## config.mk

```make
export PLATFORM = sky130hd
export DESIGN_NAME = trip_restart_fan_supervisor
export DESIGN_NICKNAME = d
export VERILOG_FILES = /design/src/supervisor_pkg.sv /design/src/supervisor_if.sv /design/src/tick_divider.sv /design/src/fan_control.sv /design/src/trip_restart_fan_supervisor.sv
export SDC_FILE = /design/constraint.sdc
export NUM_CORES = 1
export LEC_CHECK = 0
export BUFFER_PORTS_ARGS = -buffer_cell sky130_fd_sc_hd__buf_4
export CORE_AREA = 10 10 227 229
export CTS_CLUSTER_SIZE = 40
export DETAILED_ROUTE_END_ITERATION = 6
export DIE_AREA = 0 0 237 239
export GPL_ROUTABILITY_DRIVEN = 0
export PLACE_DENSITY_LB_ADDON = 0.1
export REMOVE_ABC_BUFFERS = 1
export SYNTH_ARGS = -nofsm -noshare
export SYNTH_HDL_FRONTEND = slang
export SYNTH_SLANG_ARGS = --single-unit
```

## constraint.sdc

```tcl
create_clock -name clk -period 3.4 [get_ports clk]
set_clock_uncertainty 0.2 [all_clocks]
set_input_delay 0.17 -clock clk [delete_from_list [all_inputs] [get_ports clk]]
set_output_delay 0.17 -clock clk [all_outputs]
set_load 0.005 [all_outputs]
```

## src/supervisor_pkg.sv

```systemverilog
package supervisor_pkg;
   // APB register byte addresses
   localparam logic [7:0] ADDR_RETRY = 8'h00;
   localparam logic [7:0] ADDR_DELAY = 8'h04;
   localparam logic [7:0] ADDR_CTRL = 8'h08;
   localparam logic [7:0] ADDR_STATUS = 8'h0C;
   localparam logic [7:0] ADDR_MOTOR2_BASE = 8'h10;
   localparam int MOTOR2_WORDS = 10;
   // Field positions in the control register
   localparam int CTRL_FAN_MODE = 0;
   localparam int CTRL_FAN_FAULT = 1;
   localparam int CTRL_IN5_LSB = 8;
   localparam int CTRL_DO_LSB = 16;
   localparam int CTRL_RO_LSB = 24;
   // Ranges, defaults and codes
   localparam logic [3:0] RETRY_MAX = 4'hA;
   localparam logic [3:0] RETRY_RESET = 4'h0;
   localparam logic [9:0] DELAY_MAX = 10'h258;
   localparam logic [9:0] DELAY_RESET = 10'h00A;
   localparam logic [4:0] SEL_MOTOR2 = 5'h0C;
   localparam logic [4:0] OUT_FAULT = 5'h11;
   localparam logic [4:0] OUT_FAN_ALARM = 5'h12;
   localparam logic [4:0] OUT_SEL_MAX = 5'h12;
   localparam logic [4:0] IN5_RESET = 5'h07;
   localparam logic [4:0] DO_RESET = 5'h0C;
   localparam logic [4:0] RO_RESET = 5'h11;
   // Time base: 0.1 s ticks from the 25 MHz clock
   localparam int CLK_HZ = 25000000;
   localparam int TICK_MS = 100;
   localparam int TICK_CYCLES = CLK_HZ / 1000 * TICK_MS;
   localparam int QUIET_S = 30;
   localparam int QUIET_TICKS = QUIET_S * 1000 / TICK_MS;
   typedef enum logic [1:0] {ST_RUN, ST_WAIT, ST_LOCK} restart_state_t;
endpackage : supervisor_pkg

```

## src/supervisor_if.sv

```systemverilog
`timescale 1ns/1ps
// Slow tick and fan fault signals shared by the sub-blocks
interface supervisor_if;
   logic tick;
   logic fan_fault;
   logic fan_on;
   modport src (output tick);
   modport sink (input tick);
   modport fan (input tick, output fan_on, output fan_fault);
   modport top (input tick, input fan_on, input fan_fault);
endinterface : supervisor_if

```

## src/tick_divider.sv

```systemverilog
`timescale 1ns/1ps
module tick_divider
   import supervisor_pkg::*;
#(
   parameter int TICK_LEN = TICK_CYCLES
) (
   input wire logic clk,
   input wire logic srst,
   supervisor_if.src bus
);
   logic [23:0] cnt_q;
   // One-cycle enable every tick period
   always_ff @(posedge clk) begin
      if (srst || cnt_q == 24'(TICK_LEN - 1)) begin
         cnt_q <= 24'h000000;
      end else begin
         cnt_q <= cnt_q + 24'h000001;
      end
   end
   assign bus.tick = (cnt_q == 24'(TICK_LEN - 1)) && !srst;
endmodule : tick_divider

```

## src/fan_control.sv

```systemverilog
`timescale 1ns/1ps
module fan_control
   import supervisor_pkg::*;
(
   input wire logic clk,
   input wire logic srst,
   input wire logic fan_mode,
   input wire logic run_cmd,
   input wire logic output_active,
   input wire logic heatsink_hot,
   input wire logic undervoltage,
   input wire logic fan_fail,
   supervisor_if.fan bus
);
   logic fan_q;
   // Fan demand per control mode; heat overrides the run command
   always_ff @(posedge clk) begin
      if (srst) begin
         fan_q <= 1'b0;
      end else if (!fan_mode) begin
         fan_q <= !undervoltage;
      end else begin
         fan_q <= run_cmd || output_active || heatsink_hot; // see
      end
   end
   assign bus.fan_on = fan_q;
   assign bus.fan_fault = fan_fail;
endmodule : fan_control

```

## src/trip_restart_fan_supervisor.sv

```systemverilog
// Decided for this implementation: the placing of the registers and the APB register port.
`timescale 1ns/1ps
// Function
// Retry count setting 0 to 10, default 0
// Restart delay 0 to 60 s, default 1.0
// Each restart decrements remaining retries
// Trips beyond count leave drive tripped
// Fault reset reloads remaining retry count
// Thirty trip-free seconds restore the count
// No restart after undervoltage, estop, overheat, hardware
// Delay expiry starts speed search acceleration
// Count zero means never restart
// Input five code 12 selects motor two
// Exactly one motor set active
// Operator changes selection only when stopped
// Second set replaces first-set parameters
// Fan mode 0 runs until undervoltage
// Fan mode 1 follows run command
// Fan mode 1 runs while heatsink hot
// Fault mode 0 keeps drive running
// Output code 18 signals fan alarm
// Fault mode 1 stops drive, shows fault
// Output code 17 is general fault output
module trip_restart_fan_supervisor
   import supervisor_pkg::*;
#(
   parameter int TICK_LEN = TICK_CYCLES
) (
   input wire logic clk,
   input wire logic srst,
   input wire logic psel,
   input wire logic penable,
   input wire logic pwrite,
   input wire logic [7:0] paddr,
   input wire logic [31:0] pwdata,
   output logic [31:0] prdata,
   output logic pready,
   output logic pslverr,
   input wire logic trip,
   input wire logic trip_no_restart,
   input wire logic fault_reset,
   input wire logic run_cmd,
   input wire logic output_active,
   input wire logic motor_stopped,
   input wire logic multi_input_five,
   input wire logic heatsink_hot,
   input wire logic undervoltage,
   input wire logic fan_fail,
   input wire logic [15:0] motor1_param [MOTOR2_WORDS],
   output logic [15:0] active_param [MOTOR2_WORDS],
   output logic second_motor_active,
   output logic restart_start,
   output logic drive_tripped,
   output logic fan_run,
   output logic fan_stop_drive,
   output logic fault_display,
   output logic digital_output,
   output logic relay_output
);
   supervisor_if sif ();
   restart_state_t state_q;
   logic [3:0] restart_retry_count_q;
   logic [3:0] remaining_q;
   logic [9:0] restart_delay_time_q;
   logic [9:0] delay_cnt_q;
   logic [8:0] quiet_cnt_q;
   logic quiet_armed_q;
   logic fan_control_mode_q;
   logic fan_fault_mode_q;
   logic [4:0] input_five_function_select_q;
   logic [4:0] digital_output_select_q;
   logic [4:0] relay_output_select_q;
   logic [15:0] second_motor_param_set_q [MOTOR2_WORDS];
   logic motor2_q;
   logic fan_fault_q;
   logic general_fault;
   logic wr_en;
   logic rd_en;
   logic addr_ok;
   logic [3:0] wr_idx;
   logic trip_event;

   tick_divider #(.TICK_LEN(TICK_LEN)) u_tick (
      .clk(clk),
      .srst(srst),
      .bus(sif)
   );

   fan_control u_fan (
      .clk(clk),
      .srst(srst),
      .fan_mode(fan_control_mode_q),
      .run_cmd(run_cmd),
      .output_active(output_active),
      .heatsink_hot(heatsink_hot),
      .undervoltage(undervoltage),
      .fan_fail(fan_fail),
      .bus(sif)
   );

   // APB decode; zero wait states, unmapped addresses answer with an error
   assign wr_idx = 4'((paddr - ADDR_MOTOR2_BASE) >> 2);
   assign addr_ok = (paddr[1:0] == 2'h0) && (paddr < ADDR_MOTOR2_BASE + 8'(MOTOR2_WORDS * 4));
   assign wr_en = psel && penable && pwrite && addr_ok;
   assign rd_en = psel && !penable && !pwrite; // Setup phase, so data stands at the access edge
   assign pready = 1'b1;
   assign pslverr = psel && penable && !addr_ok;

   // Settings registers; out-of-range writes are clipped to the legal maximum
   always_ff @(posedge clk) begin
      if (srst) begin
         restart_retry_count_q <= RETRY_RESET;
         restart_delay_time_q <= DELAY_RESET;
         fan_control_mode_q <= 1'b0;
         fan_fault_mode_q <= 1'b0;
         input_five_function_select_q <= IN5_RESET;
         digital_output_select_q <= DO_RESET;
         relay_output_select_q <= RO_RESET;
      end else if (wr_en) begin
         unique case (paddr)
            ADDR_RETRY: begin
               restart_retry_count_q <= (pwdata[3:0] > RETRY_MAX || pwdata[31:4] != 28'h0)
                  ? RETRY_MAX : pwdata[3:0];
            end
            ADDR_DELAY: begin
               restart_delay_time_q <= (pwdata[9:0] > DELAY_MAX || pwdata[31:10] != 22'h0)
                  ? DELAY_MAX : pwdata[9:0];
            end
            ADDR_CTRL: begin
               fan_control_mode_q <= pwdata[CTRL_FAN_MODE];
               fan_fault_mode_q <= pwdata[CTRL_FAN_FAULT];
               input_five_function_select_q <= pwdata[CTRL_IN5_LSB +: 5];
               digital_output_select_q <= (pwdata[CTRL_DO_LSB +: 5] > OUT_SEL_MAX)
                  ? OUT_SEL_MAX : pwdata[CTRL_DO_LSB +: 5];
               relay_output_select_q <= (pwdata[CTRL_RO_LSB +: 5] > OUT_SEL_MAX)
                  ? OUT_SEL_MAX : pwdata[CTRL_RO_LSB +: 5];
            end
            default: begin
            end
         endcase
      end
   end

   // Second motor parameter words
   genvar gi;
   generate
      for (gi = 0; gi < MOTOR2_WORDS; gi++) begin : g_m2
         always_ff @(posedge clk) begin
            if (srst) begin
               second_motor_param_set_q[gi] <= 16'h0000;
            end else if (wr_en && paddr >= ADDR_MOTOR2_BASE && wr_idx == 4'(gi)) begin
               second_motor_param_set_q[gi] <= pwdata[15:0];
            end
         end
         // One set drives the outputs at a time
         always_ff @(posedge clk) begin
            if (srst) begin
               active_param[gi] <= 16'h0000;
            end else begin
               active_param[gi] <= motor2_q ? second_motor_param_set_q[gi]
                  : motor1_param[gi]; // see
            end
         end
      end
   endgenerate

   // Read mux, loaded in the setup phase so the word is ready when pready is sampled
   always_ff @(posedge clk) begin
      if (srst) begin
         prdata <= 32'h00000000;
      end else if (rd_en) begin
         prdata <= 32'h00000000;
         unique case (paddr)
            ADDR_RETRY: prdata <= {20'h0, remaining_q, 4'h0, restart_retry_count_q};
            ADDR_DELAY: prdata <= {22'h0, restart_delay_time_q};
            ADDR_CTRL: prdata <= {3'h0, relay_output_select_q, 3'h0, digital_output_select_q,
               3'h0, input_five_function_select_q, 6'h0, fan_fault_mode_q,
               fan_control_mode_q};
            ADDR_STATUS: prdata <= {24'h0, sif.fan_on, fan_fault_q, motor2_q,
               drive_tripped, 2'h0, state_q};
            default: begin
               if (addr_ok) begin
                  prdata <= {16'h0, second_motor_param_set_q[wr_idx]};
               end
            end
         endcase
      end
   end

   // Motor select latched only while stopped; selection changes never while running
   always_ff @(posedge clk) begin
      if (srst) begin
         motor2_q <= 1'b0;
      end else if (motor_stopped) begin
         motor2_q <= multi_input_five && (input_five_function_select_q == SEL_MOTOR2);
      end
   end
   assign second_motor_active = motor2_q;

   // Fan fault is sticky until a fault reset; a new fault wins over the clear
   always_ff @(posedge clk) begin
      if (srst) begin
         fan_fault_q <= 1'b0;
      end else if (sif.fan_fault) begin
         fan_fault_q <= 1'b1;
      end else if (fault_reset) begin
         fan_fault_q <= 1'b0;
      end
   end
   assign fan_run = sif.fan_on;
   assign fan_stop_drive = fan_fault_q && fan_fault_mode_q; // see
   assign fault_display = fan_stop_drive || drive_tripped;
   assign general_fault = drive_tripped || fan_stop_drive;

   // Configurable alarm outputs
   always_ff @(posedge clk) begin
      if (srst) begin
         digital_output <= 1'b0;
         relay_output <= 1'b0;
      end else begin
         digital_output <= (digital_output_select_q == OUT_FAN_ALARM && fan_fault_q) ||
            (digital_output_select_q == OUT_FAULT && general_fault); // see
         relay_output <= (relay_output_select_q == OUT_FAN_ALARM && fan_fault_q) ||
            (relay_output_select_q == OUT_FAULT && general_fault); // see
      end
   end

   assign trip_event = trip || trip_no_restart;

   // Restart sequencer
   always_ff @(posedge clk) begin
      if (srst) begin
         state_q <= ST_RUN;
         delay_cnt_q <= 10'h000;
         restart_start <= 1'b0;
      end else begin
         restart_start <= 1'b0;
         unique case (state_q)
            ST_RUN: begin
               if (trip_no_restart) begin
                  state_q <= ST_LOCK;
               end else if (trip) begin
                  state_q <= (remaining_q == 4'h0) ? ST_LOCK : ST_WAIT; // see
                  delay_cnt_q <= 10'h000;
               end
            end
            ST_WAIT: begin
               if (fault_reset) begin
                  state_q <= ST_RUN;
               end else if (trip_no_restart) begin
                  state_q <= ST_LOCK;
               end else if (delay_cnt_q >= restart_delay_time_q) begin
                  state_q <= ST_RUN;
                  restart_start <= 1'b1;
               end else if (sif.tick) begin
                  delay_cnt_q <= delay_cnt_q + 10'h001;
               end
            end
            ST_LOCK: begin
               if (fault_reset) begin
                  state_q <= ST_RUN;
               end
            end
            default: begin
               state_q <= ST_LOCK; // Unused code falls back to the safe tripped state
            end
         endcase
      end
   end
   assign drive_tripped = (state_q != ST_RUN);

   // Remaining retries and 30 s trip-free window
   always_ff @(posedge clk) begin
      if (srst) begin
         remaining_q <= RETRY_RESET;
         quiet_armed_q <= 1'b0;
         quiet_cnt_q <= 9'h000;
      end else if (fault_reset) begin
         remaining_q <= restart_retry_count_q;
         quiet_armed_q <= 1'b0;
      end else if (restart_start) begin
         remaining_q <= remaining_q - 4'h1;
         quiet_armed_q <= 1'b1;
         quiet_cnt_q <= 9'h000;
      end else if (quiet_armed_q) begin
         if (trip_event) begin
            quiet_armed_q <= 1'b0;
         end else if (quiet_cnt_q == 9'(QUIET_TICKS)) begin
            remaining_q <= restart_retry_count_q;
            quiet_armed_q <= 1'b0;
         end else if (sif.tick) begin
            quiet_cnt_q <= quiet_cnt_q + 9'h001;
         end
      end
   end
endmodule : trip_restart_fan_supervisor

```

Yosys cells after proc, flatten, opt, wreduce, memory -nomap -nowiden. Memory sizes are Yosys's and may differ from the RTL's. Cells that the tools add are included.

Add/subtract/negate cells: 5. Order comparisons: 7. Equal/unequal tests: 33. Multiplexer cells: 91. Bitwise gates (word level): 12. Reductions and logical operators: 62.

Operators by type and width (count): $mux W16 (21); $pmux W29 S4 (1); $mux W10 (7); $mux W9 (5); $mux W1 (40); $reduce_bool A28 Y1 (1); $logic_and A1 B1 Y1 (25); $add A24 B1 Y24 const B (1); $eq A24 B22 Y1 const B (1); $mux W4 (6); $reduce_bool A22 Y1 (1); $eq A5 B5 Y1 const B (4); $pmux W10 S2 (1); $ne A2 B2 Y1 const B (9); $eq A4 B3 Y1 const B (4); $eq A8 B4 Y1 const B (2); $mux W2 (7); $add A10 B1 Y10 const B (1); $ge A10 B10 Y1 (1); $gt A10 B10 Y1 const B (1); $gt A5 B5 Y1 const B (2); $mux W5 (2); $or A1 B1 Y1 (10); $reduce_bool A2 Y1 (5); 30 further kinds (52).

Register bits: 279. Memory bits (writable): 160. Output and inout port bits: 202. Memories: 1.

Memories: second_motor_param_set_q (depth 10, width 16, read ports 11, clocked after Yosys merged registers in 0, wr ports 10, RTL line trip_restart_fan_supervisor.sv:73) `logic [15:0] second_motor_param_set_q [MOTOR2_WORDS];`.

Depth between registers and ports, before layout. Gate-level depths: netlist of the first run.

Word-level depth: 9. Gate-level depth with buffers: 9.

By module. A second synthesis of the first run with hierarchy kept.

Cell total of the unflattened synthesis: 1706. Area, all modules: 18539.0 um^2.

Modules (own cells, without submodules): trip_restart_fan_supervisor (times used 1, cells an instance 1569, area an instance 17354.1 um^2, sequential area each 9769.4 um^2); tick_divider (times used 1, cells an instance 132, area an instance 1128.6 um^2, sequential area each 480.5 um^2); fan_control (times used 1, cells an instance 5, area an instance 56.3 um^2, sequential area each 20.0 um^2).

Worst setup path after synthesis of the first run. OpenSTA, ideal clock, no wires.

Path kind: input -> register. From: in paddr[4]. To: mem second_motor_param_set_q[3][0], enable pin. Library setup time: 0.392 ns. Arrival: 2.056 ns. Data required time: 2.808 ns. Setup slack: 0.751 ns. Stages: 7. Cell sequence: inv_2 > clkbuf_1 > ha_1 > a31oi_1 > nand2_1 > clkbuf_1 > o21bai_1.

RTL lines: start: declaration (RTL line trip_restart_fan_supervisor.sv:34) `input wire logic [7:0] paddr,`; end: declaration (RTL line trip_restart_fan_supervisor.sv:73).

Final worst setup path of the first run.
From: in pwdata[10]. To: reg restart_retry_count_q[3].

Longest elaborated chain between the ends: 3.

RTL lines: start: declaration (RTL line trip_restart_fan_supervisor.sv:35) `input wire logic [31:0] pwdata,`; $reduce_bool A28 Y1 (RTL line trip_restart_fan_supervisor.sv:122) `restart_retry_count_q <= (pwdata[3:0] > RETRY_MAX || pwdata[31:4] != 28'h0)`; $logic_or A1 B1 Y1 (RTL line trip_restart_fan_supervisor.sv:122); $mux W4 (RTL line trip_restart_fan_supervisor.sv:123) `? RETRY_MAX : pwdata[3:0];`; end signal: assignment (RTL line trip_restart_fan_supervisor.sv:122); end: declaration (RTL line trip_restart_fan_supervisor.sv:62) `logic [3:0] restart_retry_count_q;`.

No other way between the ends. A chain may end at the register's enable or synchronous reset.

==> results of run 1 <==
-- cells in the final DEF, fill, tap and decap left out, types with 51 or more instances in the layout --
cell / netlist / routed
mux2i_1: 179 / 179
dlygate4sd3_1: 0 / 237
buf_4: 7 / 444
nand3_1: 51 / 51
edfxtp_1: 160 / 160
and2_1: 153 / 153
nor2_1: 252 / 252
dfxtp_1: 273 / 272
clkbuf_16: 0 / 51
nand2_1: 85 / 85
-- metal layers --
metal | global-route usage [%] | vias up
met2 | 39.5 | 414
li1 | - | 7269
met4 | 6.18 | 4
met1 | 28.9 | 7487
met5 | 0 | -
met3 | 3.56 | 81
-- what timing repair did --
item                                   in CTS  in global routing
hold buffers                              237                  0
setup endpoints to repair                   0                  0
endpoints found under the hold margin     357                  0
-- cell families after synthesis --
logic type / after synthesis / share of synthesized area [%]
simple gates: 698 / 18.9
flops: 433 / 55.5
mux: 215 / 13.9
buf+inv: 159 / 3.42
compound gates: 158 / 5.59
xor+xnor: 28 / 1.33
fa+ha+maj: 19 / 1.29
other cells: 2 / 0.0406
-- layout make-up --
class	count	area, µm²	share of cell area, %
Tap cell	615	769	2.93
Clock inverter	17	114	0.434
Timing Repair Buffer	688	5840	22.3
Antenna cell	1	2.50	0.00954
Multi-Input combinational cell	1125	7680	29.3
Clock buffer	74	1420	5.40
Sequential cell	433	10300	39.1
Inverter	38	143	0.544
-- power breakdown --
| part | leakage, nW | internal (mW) | switching [mW] |
|---|---|---|---|
| combinational | 5.79 | 0.670 | 0.599 |
| clock | 0.752 | 2.95 | 2.15 |
| sequential | 3.77 | 5.58 | 0.138 |
| total | 10.3 | 9.20 | 2.89 |
-- flip-flops by register name, indices dropped and copies added, names as in the netlist, 2 cells and up --
signal / count
u_tick.cnt_q: 24
remaining_q: 4
restart_retry_count_q: 4
state_q: 2
second_motor_param_set_q: 160
active_param: 160
relay_output_select_q: 5
input_five_function_select_q: 5
digital_output_select_q: 5
prdata: 26
quiet_cnt_q: 9
delay_cnt_q: 10
restart_delay_time_q: 10
-- worst paths after layout --
kind / to / cells after the start / from / slack, ns
worst max-delay path: restart_retry_count_q[3] / 10 / pwdata[10] / 0.43
worst min-delay path: prdata[9] / 4 / psel / 0.11
worst max register to register: delay_cnt_q[7] / 8 / restart_delay_time_q[7] / 0.52
worst min register to register: digital_output / 1 / digital_output_select_q[2] / 0.26
-- worst reg2reg max path: stages (launching register included) --
cell and delay [ns]:
dfxtp_1 0.36, inv_1 0.06, ha_1 0.30, a211o_1 0.29, o211ai_1 0.11, o311ai_0 0.24, or4_4 0.66, or4_1 0.53
nand2_1 0.08
-- per-stage QoR --
| stage | worst slack (ns) | hold WS (ns) | TNS (ns) | util (%) |
|---|---|---|---|---|
| CTS | 0.413 | 0.0799 | 0 | 55.7 |
| global placement | 0.579 | 0.178 | 0 | 47.4 |
| detailed placement | 0.540 | 0.185 | 0 | 47.4 |
| floorplan | -2.94 | 0.0391 | -454.64 | - |
| finish | 0.429 | 0.114 | 0 | 55.7 |
| global route | 0.295 | 0.142 | 0 | 55.7 |
==> flow_summary.json, run 1 <==
{
  "outcome": "finished, final reports clean",
  "synth-main-ff-cell": "dfxtp_1",
  "synth_edf_count": 160,
  "yosys.area.top_type": "dfxtp_1",
  "crit_required_ns": 3.63,
  "dp_hpwl_mm": 47.8,
  "ys_warn_count": 0,
  "cp_cell_sequence": "dlygate4sd3_1, buf_4, nor4_1, dlygate4sd3_1, nand2_1, nor4_1, dlygate4sd3_1, nand3_1, nor2_1, nor3_1",
  "fp.coreArea_um2": 47100,
  "synthTopCellsByArea": "dfxtp_1 (30%), edfxtp_1 (26%), mux2i_1 (9.7%)",
  "critical-path-top-delay-family": "buffers and inverters",
  "crit_type": "in -> reg",
  "die_width_um": 237,
  "finalMaxSlewViolations": 0,
  "tightest_slew_ns": 0.875,
  "grt_overflow": 0,
  "synth_common_cells": "dfxtp_1 (273), nor2_1 (252), mux2i_1 (179), edfxtp_1 (160), and2_1 (153)",
  "place_area_um2": 22300,
  "wl_met2_mm": 33.8,
  "cts_buffers": 50,
  "hold_viol": 0,
  "synth_top_area_share_pct": 29.5,
  "syn_area_um2": 18500,
  "yosys.cell_types.count": 56,
  "power_density_nw_per_um2": 461,
  "antenna_found_initial": 3,
  "synth_seq_area_share_pct": 55.5,
  "grtUsageTotal_pct": 22.8,
  "hold_class": "in -> reg",
  "wl_met3_mm": 3.18,
  "die_area_um2": 56600,
  "drt-total-wl_mm": 67.1,
  "worstSkewPairLatency_ns": 0.59,
  "async_flop_share_pct": 0,
  "io_buffers": 409,
  "highest_layer": "met5",
  "fmax_ghz": 0.337,
  "cts_tree": "built",
  "crit_path_max_fanout": 12,
  "cts_root_buf": "clkbuf_16",
  "final-setup-viol-count": 0,
  "h-tree-depth": 2,
  "instances_no_fill": 2991,
  "syn_area_per_cell_um2": 10.8,
  "p_leak_nw": 10.3,
  "start_kind": "input port",
  "vdd_drop_max_uv": 383,
  "die-height_um": 239,
  "clk_pin_slew_ns": 0.06,
  "worstSetupEndpointType": "register",
  "fill_cells": 4082,
  "p_total_mw": 12.1,
  "drive_above_1_share_pct": 24.6,
  "dp_cells": 2662,
  "fp-row-count": 80,
  "postCtsSetupRepairBufs": 0,
  "cp_slowest_cell": "dlygate4sd3_1",
  "vias": 15255,
  "max-slew-margin-rel_pct": 41.4,
  "start_util_pct": 39.2,
  "remaining_drc_errors": 0,
  "wire_per_inst_um": 22.5,
  "grt_max_degree": 171,
  "slowest_delay_ns": 0.65,
  "maxCapViolCount": 0,
  "cts.sink_count": 433,
  "crit_arrival_ns": 3.20,
  "syn_inst": 1712,
  "grt_setup_unrepaired": "false",
  "vias_per_cell": 5.10,
  "final_cell_area_um2": 26200,
  "first_iter_violations": 951,
  "io_pins": 417,
  "cts.repair.resized": 0,
  "path_common_cell": "dlygate4sd3_1",
  "critPathBufInv": 4,
  "clock_path_buffers": 3,
  "grt_pass1_vias": 15450,
  "fin_crit_sh_pct": 87.4,
  "first_pass_iters": 5,
  "nets": 2570,
  "fin_crit_ns": 2.97,
  "ant_nets": 0,
  "drt-met1-wl_mm": 28.8,
  "synth_most_common_cell": "dfxtp_1",
  "syn2layout_area_growth_pct": 41.9,
  "grt_pass1_wl_mm": 99.1,
  "synth_seq_cells": 433
}
No activity file was read; power rests on OpenSTA's default activity.
==> inputs of run 2 (changes only) <==
--- a/config.mk
+++ b/config.mk
@@ -5,11 +5,13 @@
 export SDC_FILE = /design/constraint.sdc
 export NUM_CORES = 1
 export LEC_CHECK = 0
+export ABC_AREA = 1
 export BUFFER_PORTS_ARGS = -buffer_cell sky130_fd_sc_hd__buf_4
-export CORE_AREA = 10 10 227 229
+export CORE_AREA = 10 10 229 231
+export CTS_BUF_LIST = sky130_fd_sc_hd__clkbuf_4
 export CTS_CLUSTER_SIZE = 40
 export DETAILED_ROUTE_END_ITERATION = 6
-export DIE_AREA = 0 0 237 239
+export DIE_AREA = 0 0 239 241
 export GPL_ROUTABILITY_DRIVEN = 0
 export PLACE_DENSITY_LB_ADDON = 0.1
 export REMOVE_ABC_BUFFERS = 1
==> run 2 against run 1 <==
Flip-flop and latch count is the same. Critical path type unchanged. Clock-buffer cell count grew 109. Non-clock buffer count grew 353. Routed wire length grew 27%. Utilization grew 7.1 points. Critical path depth grew 3. First-iteration DRC count grew 100%. Clock power shrank 7.3%. Setup slack lost 0.33 ns. Largest power group unchanged. Sequential share of layout area shrank 4.7 points. Register-to-register slack lost 0.03 ns. Synthesized cell count grew 29%.
==> flow_summary.json, run 2 <==
{
  "finalMaxSlewViolations": 0,
  "grt_pass1_vias": 21033,
  "cts_buffers": 114,
  "grt_setup_unrepaired": "false",
  "fin_crit_ns": 3.30,
  "power.share.clock_pct": 37.9,
  "yosys.area.top_type": "dfxtp_1",
  "final_cell_area_um2": 29800,
  "hold_viol": 0,
  "tightest_slew_ns": 1.17,
  "grt_max_degree": 215,
  "fill_cells": 3908,
  "fmax_ghz": 0.303,
  "ant_nets": 0,
  "syn_area_um2": 18800,
  "worstSetupEndpointType": "register",
  "ys_warn_count": 0,
  "maxCapViolCount": 0,
  "drt-met1-wl_mm": 32.6,
  "internal-power_mw": 9.04,
  "crit_arrival_ns": 3.90,
  "drive_above_1_share_pct": 23.6,
  "synth_top_family_by_area": "simple AND/OR/NAND/NOR gates",
  "cts_tree": "built",
  "synth_fa_ha_area_share_pct": 1.26,
  "wire_per_inst_um": 21.6,
  "final-setup-viol-count": 0,
  "syn_area_per_cell_um2": 8.54,
  "synth_xor_area_share_pct": 0.836,
  "io_pins": 417,
  "die_width_um": 239,
  "crit_required_ns": 3.99,
  "critPathBufInv": 6,
  "grt_pass1_wl_mm": 127,
  "cp_cell_sequence": "dlygate4sd3_1, buf_4, nor2_4, nand3_4, dlygate4sd3_1, nor2_4, buf_4, nand2_1, nor2_1, nand3_1, dlygate4sd3_1, a21oi_1, dlygate4sd3_1",
  "synth_seq_area_share_pct": 54.5,
  "clk_pin_slew_ns": 0.07,
  "tns_ns": 0,
  "wl_met3_mm": 7.84,
  "synth_common_cells": "nor2_1 (422), dfxtp_1 (273), nand2_1 (259), o21ai_0 (241), a21oi_1 (177)",
  "cts_root_buf": "clkbuf_4",
  "nets": 3470,
  "yosys.area_share.simple_pct": 22.7,
  "die_area_um2": 57600,
  "syn_inst": 2207,
  "final_common_cell": "dlygate4sd3_1",
  "top_regs": "active_param (160), second_motor_param_set_q (160), prdata (26)",
  "grtUsageTotal_pct": 29.0,
  "outcome": "finished, final reports clean",
  "crit_path_max_fanout": 5,
  "max-slew-margin-rel_pct": 22.3,
  "power_frac_comb_pct": 15.6,
  "crit_type": "in -> reg",
  "place_area_um2": 22300,
  "fp-row-count": 80,
  "async_flop_share_pct": 0,
  "slowest_delay_ns": 0.64,
  "dp_cells": 3135,
  "worstSkewPairLatency_ns": 0.89,
  "synth-compound-area-share_pct": 13.5,
  "grt_overflow": 0,
  "dp_hpwl_mm": 54.2,
  "yosys.cell_types.count": 50,
  "antenna_found_initial": 6,
  "power_frac_seq_pct": 46.5,
  "vias": 20538,
  "start_kind": "input port",
  "vdd_drop_max_uv": 229,
  "highest_layer": "met5",
  "vias_per_cell": 5.20,
  "wl_met2_mm": 41.0,
  "synthMuxAreaShare_pct": 0,
  "clock_path_buffers": 3,
  "power.switching_fraction_pct": 27.6,
  "fin_crit_sh_pct": 97.2,
  "synth_most_common_cell": "nor2_1",
  "instances_no_fill": 3951,
  "synth_top_area_share_pct": 29.0,
  "fp.coreArea_um2": 47500,
  "die-height_um": 241,
  "critical-path-top-delay-family": "buffers and inverters",
  "synth_seq_cells": 433,
  "synth_edf_count": 160,
  "io_buffers": 409,
  "power_density_nw_per_um2": 418,
  "power_switching_mw": 3.44,
  "h-tree-depth": 3,
  "path_common_cell": "dlygate4sd3_1",
  "cp_slowest_cell": "dlygate4sd3_1",
  "layout_common_cells": "dlygate4sd3_1 (597), buf_4 (441), nor2_1 (420), dfxtp_1 (272), nand2_1 (259)",
  "first_pass_iters": 5,
  "hold_class": "in -> reg",
  "p_total_mw": 12.5,
  "p_leak_nw": 12.6,
  "syn2layout_area_growth_pct": 58.4,
  "drt-total-wl_mm": 85.5,
  "synthTopCellsByArea": "dfxtp_1 (29%), edfxtp_1 (25%), nor2_1 (8.4%)",
  "cts.sink_count": 433,
  "first_iter_violations": 1925,
  "start_util_pct": 39.6,
  "synth-main-ff-cell": "dfxtp_1",
  "remaining_drc_errors": 0
}
-- run 2: cell count changes in the layout (fill, tap and decap cells not counted), sizes merged, moves of 153 or more --
cell         change
nand2          +184
o21ai          +233
mux2i          -179
nor2           +268
dlygate4sd3    +360
and2           -153
-- run 2: cell type report --
type	instances	area [µm²]	area share [%]
Antenna cell	4	10.0	0.0335
Clock inverter	29	121	0.407
Sequential cell	433	10300	34.4
Inverter	178	682	2.28
Tap cell	615	769	2.58
Multi-Input combinational cell	1468	7280	24.4
Timing Repair Buffer	1041	9340	31.3
Clock buffer	183	1370	4.60
-- run 2: worst paths after layout --
check        slack [ns]  depth (start not counted)                        to           startpoint
max                 0.1                         13  restart_retry_count_q[2]             paddr[1]
min                0.04                          4          active_param[29]     motor1_param[29]
max reg2reg        0.49                          6                 prdata[5]  second_motor_active
min reg2reg        0.29                          2            remaining_q[2]       remaining_q[2]
-- run 2: what timing repair did --
action | CTS | global route
setup buffers | 0 | 2
endpoints found under the hold margin | 432 | 0
setup endpoints to repair | 0 | 12
gates resized for setup | 0 | 8
hold buffers | 599 | 0
-- run 2: through the flow --
stage | hold slack (ns) | setup WS [ns] | utilization [%]
floorplan | 0.0391 | -2.22 | -
global placement | 0.172 | 0.652 | 46.9
detailed placement | 0.175 | 0.605 | 46.9
CTS | 0.00356 | 0.00467 | 62.7
global route | 0.0702 | 0.00516 | 62.8
finish | 0.0408 | 0.0962 | 62.8
-- run 2: kinds of logic after synthesis --
group | count (synthesis)
adders and majority gates | 19
other | 2
AOI/OAI and AO/OA | 480
and+or+nand+nor | 944
buffers and inverters | 311
xor gates and xnor gates | 18
DFF | 433
-- run 2: layer usage --
metal  global-route usage [%]  vias to the layer above
li1                         -                     9424
met1                     33.9                     9753
met2                     48.7                     1130
met3                     7.40                      227
met4                     15.0                        4
met5                        0                        -
-- run 2: power groups by stage --
stage | sequential (mW) | combinational [mW] | clock [mW]
CTS | 5.79 | 1.88 | 4.76
global placement | 5.90 | 1.33 | 0
detailed placement | 5.90 | 1.34 | 0
finish | 5.80 | 1.95 | 4.73
global route | 5.81 | 2.08 | 5.09
floorplan | 5.86 | 0.497 | 0
-- run 2: worst reg2reg max path, cell delays in order (launching register included) --
cell and delay (ns):
dfxtp_4 0.36, inv_4 0.56, o22ai_1 0.34, dlygate4sd3_1 0.61
nor2_1 0.09, a21oi_1 0.07, dlygate4sd3_1 0.56
==> inputs of run 3 (changes only) <==
==> constraint.sdc (replaced) <==
create_clock -name clk -period 4.2 [get_ports clk]
set_clock_uncertainty 0.2 [all_clocks]
set_input_delay 0.42 -clock clk [delete_from_list [all_inputs] [get_ports clk]]
set_output_delay 0.42 -clock clk [all_outputs]
set_load 0.005 [all_outputs]
==> run 3 against run 2 <==
Register-to-register slack improved by 1.3 ns. Final cell count decreased by 9.4%. Sequential share of layout area increased by 4.8 points. Power decreased by 21%. Utilization decreased by 7.6 points. Sequential power decreased by 19%. Critical path type unchanged. Highest routed layer is now met4.
==> flow_summary.json, run 3 (synthesis gave the netlist of run 2 again) <==
{
  "outcome": "finished, final reports clean",
  "first_pass_iters": 5,
  "remaining_drc_errors": 0,
  "clock_path_buffers": 3,
  "io_pins": 417,
  "dp_hpwl_mm": 52.7,
  "vias": 18290,
  "grt_setup_unrepaired": "false",
  "final_common_cell": "buf_4",
  "hold_path_startpoint": "pwrite",
  "io_buffers": 409,
  "fin_crit_sh_pct": 96.9,
  "min_path_cells": 5,
  "fin_crit_ns": 4.07,
  "use_met2_pct": 40.6,
  "vdd_drop_max_uv": 184,
  "first_iter_violations": 1473,
  "busiest_layer": "met2",
  "cp_slowest_cell": "dlygate4sd3_1",
  "fp.coreArea_um2": 47500,
  "grt_util_met1_pct": 31.4,
  "grt_pass1_vias": 18137,
  "h-tree-depth": 3,
  "reg2reg_depth": 13,
  "die_area_um2": 57600,
  "antenna_found_initial": 2,
  "crit_type": "in -> reg",
  "timing.rr.end": "state_q[1]",
  "drive_above_1_share_pct": 26.1,
  "vias_per_cell": 5.11,
  "worstSetupEndpointType": "register",
  "path_common_cell": "dlygate4sd3_1",
  "hold_class": "in -> reg",
  "cts_buffers": 114,
  "grt_pass1_wl_mm": 111,
  "drt-total-wl_mm": 75.0,
  "fp-row-count": 80,
  "top_regs": "active_param (160), second_motor_param_set_q (160), prdata (26)",
  "max-slew-margin-rel_pct": 36.0,
  "cp_cell_sequence": "dlygate4sd3_1, buf_4, nor2_4, dlygate4sd3_1, nand3_4, dlygate4sd3_1, nor2_4, nand2_1, nor2_1, nand3_1, dlygate4sd3_1, a21oi_1, dlygate4sd3_1",
  "dp_cells": 3124,
  "power_density_nw_per_um2": 375,
  "maxCapViolCount": 0,
  "tns_ns": 0,
  "crit_required_ns": 4.79,
  "layout_common_cells": "buf_4 (428), nor2_1 (421), dfxtp_1 (272), nand2_1 (259), dlygate4sd3_1 (243)",
  "critPathBufInv": 6,
  "slowest_delay_ns": 0.72,
  "grt_max_degree": 215,
  "crit_arrival_ns": 4.66,
  "global_route.usage.met3_pct": 7.07,
  "cts_tree": "built",
  "die-height_um": 241,
  "hold_viol": 0,
  "p_leak_nw": 11.2,
  "start_kind": "input port",
  "cts_root_buf": "clkbuf_4",
  "instances_no_fill": 3579,
  "grtUsageTotal_pct": 25.3,
  "final-setup-viol-count": 0,
  "wire_per_inst_um": 21.0,
  "rrSetupSlack_ns": 1.78,
  "finalMaxSlewViolations": 0,
  "holdPathEnd": "input_five_function_select_q[1]",
  "start_util_pct": 39.6,
  "grt_overflow": 0,
  "fmax_ghz": 0.246,
  "clk_pin_slew_ns": 0.07,
  "worstSkewPairLatency_ns": 0.88,
  "crit_path_max_fanout": 5,
  "die_width_um": 239,
  "reg2reg_from": "delay_cnt_q[0]",
  "cts.sink_count": 433,
  "tightest_slew_ns": 0.960,
  "nets": 3102,
  "ant_nets": 0,
  "critical-path-top-delay-family": "buffers and inverters",
  "syn2layout_area_growth_pct": 39.1
}
==> run 3: cell types whose count changed in the layout (fill, tap and decap cells not counted), sizes merged <==
cell and delta:
clkinv -4, inv -1, diode -2, buf -13
dlymetal6s4s -1, bufinv +2, clkbuf +1, dlygate4sd3 -354
==> run 3: what timing repair did <==
| action | CTS | global route |
|---|---|---|
| setup buffers | 0 | 0 |
| endpoints found under the hold margin | 354 | 0 |
| gates resized for setup | 0 | 2 |
| setup endpoints to repair | 0 | 3 |
| hold buffers | 244 | 0 |
==> run 3: worst reg2reg max path: stages (launching register included) <==
cell,delay [ns]
dfxtp_1,0.45
inv_1,0.11
ha_1,0.28
inv_1,0.03
nand2_1,0.04
nand2_1,0.04
nand2_1,0.05
nand3_1,0.08
nand3_1,0.11
nor2_1,0.07
nor2_1,0.13
nand3_1,0.08
dlygate4sd3_1,0.56
a21oi_1,0.12
==> run 3: final cells by class <==
| type | instances | area [µm²] |
|---|---|---|
| Sequential cell | 433 | 10300 |
| Clock buffer | 184 | 1380 |
| Fill cell | 4328 | 21300 |
| Antenna cell | 2 | 5.00 |
| Inverter | 178 | 678 |
| Timing Repair Buffer | 673 | 5690 |
| Clock inverter | 26 | 163 |
| Tap cell | 615 | 769 |
| Multi-Input combinational cell | 1468 | 7270 |
==> run 3: per-layer routing <==
metal  vias to the layer above  wire [µm]  share of wire (%)
met1                      8547      30300                 40
met4                         0       2620                3.5
met2                       907      35000                 47
met3                       143       7200                9.6
met5                         -          0                  0
li1                       8693          -                  -
==> run 3: metrics by stage <==
step	util, %	setup slack [ns]	cell area (µm²)	total power [mW]	hold WS, ns
floorplan	-	-1.42	18200	5.15	0.230
global placement	46.8	1.09	22200	5.84	0.243
detailed placement	46.8	1.06	22200	5.84	0.253
CTS	55.1	0.127	26200	9.90	0.000227
global route	55.2	0.0756	26200	10.3	0.0382
finish	55.2	0.128	26200	9.83	0.0477
==> run 3: worst max path at each step <==
stage                        startpoint                         endpoint  slack (ns)  cells past startpoint
global route                   paddr[6]         restart_retry_count_q[2]        0.08                     13
global placement               paddr[2]  second_motor_param_set_q[7][12]        1.09                      8
detailed placement             paddr[2]   second_motor_param_set_q[6][1]        1.06                      8
CTS                          pwdata[25]         restart_retry_count_q[2]        0.13                     14
finish                         paddr[6]         restart_retry_count_q[2]        0.13                     13
floorplan           second_motor_active                        prdata[5]       -1.42                      4
==> run 3: power breakdown <==
group	total (mW)	internal, mW	switching, mW
Combinational	1.25	0.559	0.695
Clock	3.89	2.09	1.80
Sequential	4.68	4.56	0.127
